### src/logic/sp_reg_params.svh
// Function
// - companion count sits in bits 15..12
// - zero companions: no hand-off, high-speed only
// - nonzero companions: hand-off to companions supported
// - ports per companion in bits 11..8
// - ports per companion consistent with counts
// - rule bit clear: consecutive port groups routed
// - rule bit set: route from explicit array
// - bit 4 shows port power switches
// - port power behaviour follows capability bit
// - bits 3..0 give downstream port count
// - port count zero never reported
// - route array valid only with rule bit
`ifndef SP_REG_PARAMS_SVH
`define SP_REG_PARAMS_SVH
// ****************************************
// register offsets (byte addresses)
// ****************************************
`define SP_OFFSET 8'h04
`define ROUTE_LO_OFFSET 8'h0c
`define ROUTE_HI_OFFSET 8'h10
// ****************************************
// field positions
// ****************************************
`define CC_LSB 12
`define PPC_LSB 8
`define PRR_BIT 7
`define PWR_BIT 4
`define PORTS_LSB 0
// ****************************************
// reset values
// ****************************************
`define CC_RESET 2
`define PPC_RESET 1
`define PRR_RESET 1
`define PWR_RESET 1
`define PORTS_RESET 2
`define ROUTE_RESET 60'h000000000000010
`endif

### src/logic/sp_reg_pkg.sv
// ****************************************
// shared types
// ****************************************
package sp_reg_pkg;
    typedef enum logic {BUS_IDLE, BUS_ACK} bus_state_t;
    typedef logic [3:0] nibble_t;
    typedef logic [31:0] word_t;
endpackage

### src/logic/structural_parameters.sv
// Design decision made here: the Wishbone slave port.
`timescale 1ns/1ps
`default_nettype none
`include "sp_reg_params.svh"
module structural_parameters
    import sp_reg_pkg::*;
#(
    parameter int COMPANIONS = `CC_RESET,
    parameter int PORTS_PER = `PPC_RESET,
    parameter bit ROUTE_EXPLICIT = `PRR_RESET,
    parameter bit POWER_SWITCHES = `PWR_RESET,
    parameter int PORTS = `PORTS_RESET,
    parameter logic [59:0] ROUTE_TABLE = `ROUTE_RESET
) (
    input wire logic CLK,
    input wire logic RST_B,
    input wire logic CYC_I,
    input wire logic STB_I,
    input wire logic WE_I,
    input wire logic [7:0] ADR_I,
    input wire logic [3:0] SEL_I,
    input wire logic [31:0] DAT_I,
    output logic [31:0] DAT_O,
    output logic ACK_O,
    output logic HANDOFF_EN,
    output logic PORT_POWER_SWITCHED,
    output logic [3:0] PORT_REG_COUNT,
    output logic [59:0] PORT_ROUTE
);
    // ****************************************
    // effective field values
    // ****************************************
    // a zero port count is undefined, so never let it reach the register
    localparam int PORTS_EFF = (PORTS == 0) ? 1 : PORTS;
    localparam int PPC_MIN = (COMPANIONS == 0) ? 0 :
        (PORTS_EFF + COMPANIONS - 1) / COMPANIONS;
    // widen ports per companion until every port has a home
    localparam int PPC_EFF = (PORTS_PER < PPC_MIN) ? PPC_MIN : PORTS_PER;
    localparam int PPC_DIV = (PPC_EFF == 0) ? 1 : PPC_EFF;
    localparam nibble_t CC_F = nibble_t'(COMPANIONS);
    localparam nibble_t PPC_F = nibble_t'(PPC_EFF);
    localparam nibble_t PORTS_F = nibble_t'(PORTS_EFF);

    // ****************************************
    // reset release
    // ****************************************
    logic rst_meta;
    logic rst_sync;

    // two flops so the release is clean against CLK
    always_ff @(posedge CLK or negedge RST_B) begin
        if (!RST_B) begin
            rst_meta <= 1'b0;
            rst_sync <= 1'b0;
        end else begin
            rst_meta <= 1'b1;
            rst_sync <= rst_meta;
        end
    end

    // ****************************************
    // register image
    // ****************************************
    word_t sp_word;
    logic [59:0] route_calc;

    // fixed fields; reserved bits are constant zero
    assign sp_word = {16'h0000, CC_F, PPC_F, ROUTE_EXPLICIT, 2'b00,
        POWER_SWITCHES, PORTS_F};

    // per-port companion choice
    for (genvar i = 0; i < 15; i++) begin : g_route
        if (i >= PORTS_EFF || COMPANIONS == 0) begin : g_none
            // no companions means no hand-off target
            assign route_calc[i*4 +: 4] = 4'h0;
        end else if (ROUTE_EXPLICIT) begin : g_explicit
            assign route_calc[i*4 +: 4] = ROUTE_TABLE[i*4 +: 4];
        end else begin : g_grouped
            // consecutive groups of PPC_DIV ports, lowest companion first
            assign route_calc[i*4 +: 4] = nibble_t'(i / PPC_DIV);
        end
    end

    // ****************************************
    // status outputs
    // ****************************************
    logic next_handoff;
    logic next_power;
    logic [3:0] next_count;
    logic [59:0] next_route;

    // held at safe values until reset is fully released
    always_comb begin
        next_handoff = 1'b0;
        next_power = 1'b0;
        next_count = 4'h0;
        next_route = 60'h0;
        if (rst_sync) begin
            next_handoff = (CC_F != 4'h0);
            next_power = POWER_SWITCHES;
            next_count = PORTS_F;
            next_route = route_calc;
        end
    end

    always_ff @(posedge CLK or negedge rst_sync) begin
        if (!rst_sync) begin
            HANDOFF_EN <= 1'b0;
            PORT_POWER_SWITCHED <= 1'b0;
            PORT_REG_COUNT <= 4'h0;
            PORT_ROUTE <= 60'h0;
        end else begin
            HANDOFF_EN <= next_handoff;
            PORT_POWER_SWITCHED <= next_power;
            PORT_REG_COUNT <= next_count;
            PORT_ROUTE <= next_route;
        end
    end

    // ****************************************
    // wishbone slave
    // ****************************************
    bus_state_t state;
    bus_state_t next_state;
    word_t next_dat;
    logic next_ack;
    logic req;

    assign req = CYC_I && STB_I;

    // one wait cycle then ack; writes are acked and dropped
    always_comb begin
        next_state = state;
        next_ack = 1'b0;
        next_dat = 32'h00000000;
        unique case (state)
            BUS_IDLE: begin
                if (req) begin
                    next_state = BUS_ACK;
                    next_ack = 1'b1;
                    if (!WE_I) begin
                        unique case (ADR_I)
                            `SP_OFFSET: next_dat = sp_word;
                            // route words hidden unless explicit routing
                            `ROUTE_LO_OFFSET: next_dat = ROUTE_EXPLICIT ?
                                route_calc[31:0] : 32'h0;
                            `ROUTE_HI_OFFSET: next_dat = ROUTE_EXPLICIT ?
                                {4'h0, route_calc[59:32]} : 32'h0;
                            default: next_dat = 32'h00000000;
                        endcase
                    end
                end
            end
            BUS_ACK: begin
                next_state = BUS_IDLE;
            end
        endcase
    end

    always_ff @(posedge CLK or negedge rst_sync) begin
        if (!rst_sync) begin
            state <= BUS_IDLE;
            ACK_O <= 1'b0;
            DAT_O <= 32'h00000000;
        end else begin
            state <= next_state;
            ACK_O <= next_ack;
            DAT_O <= next_dat;
        end
    end

    // ****************************************
    // per-port routing checks
    // ****************************************
    // grouped routing only ever climbs through the companions in order;
    // unused ports must point nowhere so software cannot misread them
    for (genvar k = 0; k < 15; k++) begin : g_route_chk
        if (k >= PORTS_EFF) begin : g_unused

        end else if (!ROUTE_EXPLICIT && COMPANIONS != 0) begin : g_grouped

            if (k > 0) begin : g_order

            end
        end else if (COMPANIONS == 0) begin : g_nocomp

        end
    end
endmodule // structural_parameters
`default_nettype wire

### config.mk
export PLATFORM = sky130hd
export DESIGN_NAME = structural_parameters
export DESIGN_NICKNAME = d
export VERILOG_FILES = /design/src/logic/sp_reg_pkg.sv /design/src/logic/structural_parameters.sv
export VERILOG_INCLUDE_DIRS = /design/src /design/src/logic
export SDC_FILE = /design/constraint.sdc
export NUM_CORES = 1
export LEC_CHECK = 0
export BUFFER_PORTS_ARGS = -buffer_cell sky130_fd_sc_hd__buf_2
export CAP_MARGIN = 20
export CORE_ASPECT_RATIO = 1.25
export CORE_MARGIN = 5
export CORE_UTILIZATION = 29
export CTS_CLUSTER_DIAMETER = 200
export DETAILED_ROUTE_END_ITERATION = 10
export PLACE_DENSITY = 0.82
export REMOVE_ABC_BUFFERS = 1
export SYNTH_ARGS = -nofsm -noshare
export SYNTH_HDL_FRONTEND = slang
export SYNTH_SLANG_ARGS = --single-unit
export TNS_END_PERCENT = 100
### constraint.sdc
create_clock -name CLK -period 1 [get_ports CLK]
set_clock_uncertainty 0.2 [all_clocks]
set_input_delay 0.05 -clock CLK [delete_from_list [all_inputs] [get_ports CLK]]
set_output_delay 0.05 -clock CLK [all_outputs]
set_load 0.01 [all_outputs]
==> results of run 1 <==
## critical path: cells and delay by family, from the launching register on
| family | cells | cell delay [ps] |
|---|---|---|
| simple gates | 2 | 400 |
| flops | 1 | 360 |
## power groups by stage
stage / Sequential (µW) / Combinational (µW) / Clock, µW
after floorplan: 267 / 153 / 0
after global placement: 262 / 194 / 0
after detailed placement: 262 / 195 / 0
after CTS: 260 / 201 / 366
after global routing: 261 / 241 / 380
final: 259 / 213 / 351
## registers in the layout, indices dropped and copies added, names as in the netlist
name and cells:
rst_sync 1, DAT_O 2, rst_meta 1, ACK_O 1
PORT_REG_COUNT 1
## synthesized netlist by cell type
| cell | instances | area (µm²) |
|---|---|---|
| nand3b_1 | 1 | 7.51 |
| or4b_1 | 1 | 10.0 |
| nor4_1 | 2 | 12.5 |
| or4_4 | 1 | 11.3 |
| buf_4 | 95 | 713 |
| inv_1 | 1 | 3.75 |
| dfrtp_1 | 6 | 150 |
| conb_1 | 2 | 7.51 |
| or3b_2 | 1 | 8.76 |
## cell families after synthesis
| kind of cell | synth area share (%) |
|---|---|
| DFF | 16.2 |
| other | 0.812 |
| buffers and inverters | 77.5 |
| and+or+nand+nor | 5.41 |
## per-layer routing
metal  up-vias  GRT usage (%)
li1        192              -
met1       191           4.47
met2        78           6.73
met3         5           3.54
met4         0           3.61
met5         -              0
## worst max path at each step
stage	start	end	slack (ps)	depth (start not counted)
after global placement	ADR_I[6]	DAT_O[8]	-230	3
final	ACK_O	DAT_O[4]	-60	2
after detailed placement	ADR_I[6]	DAT_O[8]	-270	3
after floorplan	ADR_I[6]	DAT_O[4]	-100	2
after CTS	ACK_O	DAT_O[8]	-70	2
after global routing	ACK_O	DAT_O[4]	-120	2
## timing repair
item	4_1_cts	5_1_grt
resized for setup	0	1
setup endpoints to repair	10	10
endpoints found under the hold margin	9	7
pin swaps	2	0
## through the flow
| step | hold slack (ps) | instance area (µm²) |
|---|---|---|
| final | -192 | 766 |
| after global routing | -192 | 766 |
| after CTS | -205 | 759 |
| after detailed placement | -361 | 698 |
| after global placement | -365 | 698 |
| after floorplan | -446 | 542 |
## layout make-up
cell class                      instances  area (µm²)  share of cell area [%]
Multi-Input combinational cell         96         394                    51.5
Sequential cell                         6         150                    19.6
Clock buffer                            3        41.3                    5.39
Timing Repair Buffer                   24         130                    17.0
Tap cell                               37        46.3                    6.05
Inverter                                1        3.75                   0.490
==> impl_metrics.yaml, run 1 <==
grt:
  grt_pass1_wl_um: 1480
  antenna_found_initial: 0
  grt_pass1_vias: 402
  grt_max_degree: 6
  grt-ovfl-total: 0
  grtUsageTotal_pct: 4.70
placed_design:
  place_inst: 162
  gp_congestion: 0.601
  portBuffers: 22
  dpl_worst_slack_ps: -272
  place_hpwl_um: 1210
die:
  die_y_um: 73.1
  die-width_um: 60.5
  core_area_um2: 3140
  start_util_pct: 29.5
  dieArea_um2: 4420
  num_io_pins: 148
  core.rowCount: 23
power_and_ir_drop:
  peakVddDrop_uv: 576
  power_density_nw_per_um2: 1080
  p_switching_uw: 279
  p_seq_share_pct: 31.5
  pwr-share-comb_pct: 25.9
  internal_power_uw: 544
  p_clk_share_pct: 42.6
  p_sw_share_pct: 33.9
  fin_total_pwr_uw: 824
  power.leakage_uw: 0.000510
timing:
  hold_violations: 7
  final-setup-viol-count: 6
  fin_crit_sh_pct: 106
  layout_setup_ws_ps: -61.7
  timing.hold.ws_ps: -192
  fin_tns_setup_ps: -90.4
  min_period_ps: 1060
  max_freq_mhz: 942
  slew_viol_final: 0
  rsz0062_at_grt: "true"
drt:
  wl_um: 1310
  wl_met1_um: 317
  remaining_drc_errors: 0
  dr_wl_met2_um: 522
  met3_length_um: 437
  dr.pass1.iters: 3
  vias_per_cell: 2.79
  via_count: 466
  drt_iter0_drc: 6
  wl_per_cell_um: 7.81
  top_layer: "met4"
  ant_nets: 0
worst_setup_path:
  arrival_ps: 980
  reg2reg_depth: 2
  start_kind: "flip-flop"
  r2r-end: "DAT_O[4]"
  path_max_fanout: 3
  crit_chain: "nand3b_1 > nor4_1"
  worst-r2r-setup-slack_ps: -60
  crit-reg2reg-launch: "ACK_O"
  worstSetupEndpointType: "flip-flop"
  crit_type: "flip-flop to flip-flop"
  crit_required_ps: 920
  slowest_stage: "dfrtp_1"
  critPathMaxStageDelay_ps: 360
synth:
  synth.distinct_cells: 9
  synth-seq-cells: 6
  netlist_area_um2: 925
  syn_inst: 110
  yosysWarnings: 0
  seq_area_frac_synth_pct: 16.2
  syn_area_per_cell_um2: 8.41
hold_path:
  hp-start: "ADR_I[7]"
  worstHoldEndpoint: "DAT_O[8]"
  hold_depth: 2
  hp-class: "input pin to flip-flop"
cells_and_area:
  final-instance-count-excl-fill: 167
  final_util_pct: 24.4
  nNetsFinal: 181
  drive_gt1_share_pct: 21.5
  n_fill_cell: 332
  final_common_cell: "conb_1"
  syn2layout_area_growth_pct: -17.2
  final_cell_mix: "90 x conb_1, 22 x buf_2, 6 x dfrtp_1"
  diodes: 0
run_status:
  status: "finished, violations left"
  violations: "negative hold slack, negative setup slack"
clock_tree:
  cts_tree: "built"
  hold_buffers: 2
  post_cts_buffers: 0
  cts.htree.levels: 1
  cts_sinks: 6
  clk_pin_slew_ps: 30
  root_buffer: "clkbuf_8"
  cts_made_buffers: 3
  clock_path_buffers: 2
  worst_skew_pair.late_latency_ps: 220
job:
  cap_viol_max_count: 0
(Power assumes the default switching activity.)
==> run 2, diff against run 1 <==
--- a/config.mk
+++ b/config.mk
@@ -8,7 +8,6 @@
 export LEC_CHECK = 0
 export BUFFER_PORTS_ARGS = -buffer_cell sky130_fd_sc_hd__buf_2
 export CAP_MARGIN = 20
-export CORE_ASPECT_RATIO = 1.25
 export CORE_MARGIN = 5
 export CORE_UTILIZATION = 29
 export CTS_CLUSTER_DIAMETER = 200
==> impl_metrics.yaml, run 2 (same netlist as run 1, synthesis figures left out) <==
power_and_ir_drop:
  fin_total_pwr_uw: 689
  power.leakage_uw: 0.000500
  power_density_nw_per_um2: 895
  peakVddDrop_uv: 178
cells_and_area:
  nNetsFinal: 180
  diodes: 0
  syn2layout_area_growth_pct: -16.8
  regMostFlops: "DAT_O"
  largest_reg_flops: 2
  regArea_um2: 150
  drive_gt1_share_pct: 21.7
  final_common_cell: "conb_1"
  n_fill_cell: 341
  multi_input_area_um2: 400
  final-instance-count-excl-fill: 173
  final_cell_mix: "90 x conb_1, 19 x buf_2, 6 x dfrtp_1"
grt:
  grt_pass1_wl_um: 1350
  antenna_found_initial: 0
  grt-ovfl-total: 0
  grt_pass1_vias: 354
  grtUsageTotal_pct: 4.17
  grt_max_degree: 6
die:
  die-width_um: 66.5
  core.rowCount: 20
  dieArea_um2: 4420
  num_io_pins: 148
  start_util_pct: 30.3
  die_y_um: 66.5
  core_area_um2: 3050
worst_setup_path:
  crit-reg2reg-launch: "ACK_O"
  start_kind: "flip-flop"
  worst-r2r-setup-slack_ps: -50
  r2r-end: "DAT_O[4]"
  crit_chain: "nand3b_1 > nor4_2"
  reg2reg_depth: 2
  crit_type: "flip-flop to flip-flop"
  crit_required_ps: 940
  slowest_stage: "dfrtp_1"
  path_max_fanout: 3
  arrival_ps: 1000
  worstSetupEndpointType: "flip-flop"
  critPathMaxStageDelay_ps: 360
placed_design:
  place_inst: 169
  gp_congestion: 0.542
  portBuffers: 22
  place_hpwl_um: 1200
timing:
  min_period_ps: 1050
  fin_tns_setup_ps: -284
  slew_viol_final: 0
  fin_crit_sh_pct: 105
  max_freq_mhz: 949
  hold_violations: 7
  layout_setup_ws_ps: -54.3
  rsz0062_at_grt: "true"
  timing.hold.ws_ps: -201
  final-setup-viol-count: 10
drt:
  wl_um: 1300
  dr.pass1.iters: 3
  vias_per_cell: 2.54
  drt_iter0_drc: 7
  via_count: 440
  ant_nets: 0
  wl_per_cell_um: 7.54
  remaining_drc_errors: 0
clock_tree:
  clk_pin_slew_ps: 40
  worst_skew_pair.late_latency_ps: 240
  cts_tree: "built"
  cts_sinks: 6
  cts.htree.levels: 1
  cts_made_buffers: 3
  hold_buffers: 2
  root_buffer: "clkbuf_4"
  clock_path_buffers: 2
hold_path:
  hp-start: "ADR_I[7]"
  hp-class: "input pin to flip-flop"
  hold_depth: 2
  worstHoldEndpoint: "DAT_O[4]"
job:
  cap_viol_max_count: 0
run_status:
  violations: "negative hold slack, negative setup slack"
  status: "finished, violations left"
## run 2: critical path, delay by kind of cell, from the launching register on
kind	cells	cell delay [ps]
simple gates	2	400
flops	1	360
## run 2: layout make-up
cell class	count	area share [%]
multi-input combinational	96	52.0
sequential	6	19.5
timing repair buffer	23	17.9
tap	44	7.15
clock buffer	3	2.93
inverter	1	0.488
## run 2: per-stage QoR
stage	setup slack, ps	hold slack, ps	util [%]	cell area, µm²
after global routing	-132	-206	25.2	769
after detailed placement	-263	-361	23.2	707
after global placement	-220	-364	23.2	707
after floorplan	-99.4	-446	-	542
after CTS	-74.4	-226	24.5	749
final	-54.3	-201	25.2	769
## run 2: power by group
| part | switching, µW | total, µW | internal [µW] |
|---|---|---|---|
| registers | 5.76 | 258 | 252 |
| clock network | 80.4 | 216 | 135 |
| logic | 182 | 215 | 32.9 |
## run 2: worst max path at each step
stage | startpoint | endpoint | slack (ps) | depth (start not counted)
2_1_floorplan | ADR_I[6] | DAT_O[4] | -100 | 2
3_5_place_dp | ADR_I[6] | DAT_O[8] | -260 | 3
5_1_grt | ACK_O | DAT_O[8] | -130 | 2
4_1_cts | ACK_O | DAT_O[8] | -70 | 2
3_3_place_gp | ADR_I[6] | DAT_O[8] | -220 | 3
6_report | ACK_O | DAT_O[4] | -50 | 2
## run 2: timing repair
item	CTS	global route
gates resized for setup	0	4
setup buffers	0	0
endpoints found under the hold margin	9	7
setup endpoints to repair	10	14
pin swaps	2	0
## run 2: routing by layer
layer	GRT usage [%]	up-vias	part of all wire, %
li1	-	192	-
met3	1.69	2	23
met4	4.57	0	0.77
met5	0	-	0
met1	3.24	195	18
met2	7.31	51	59
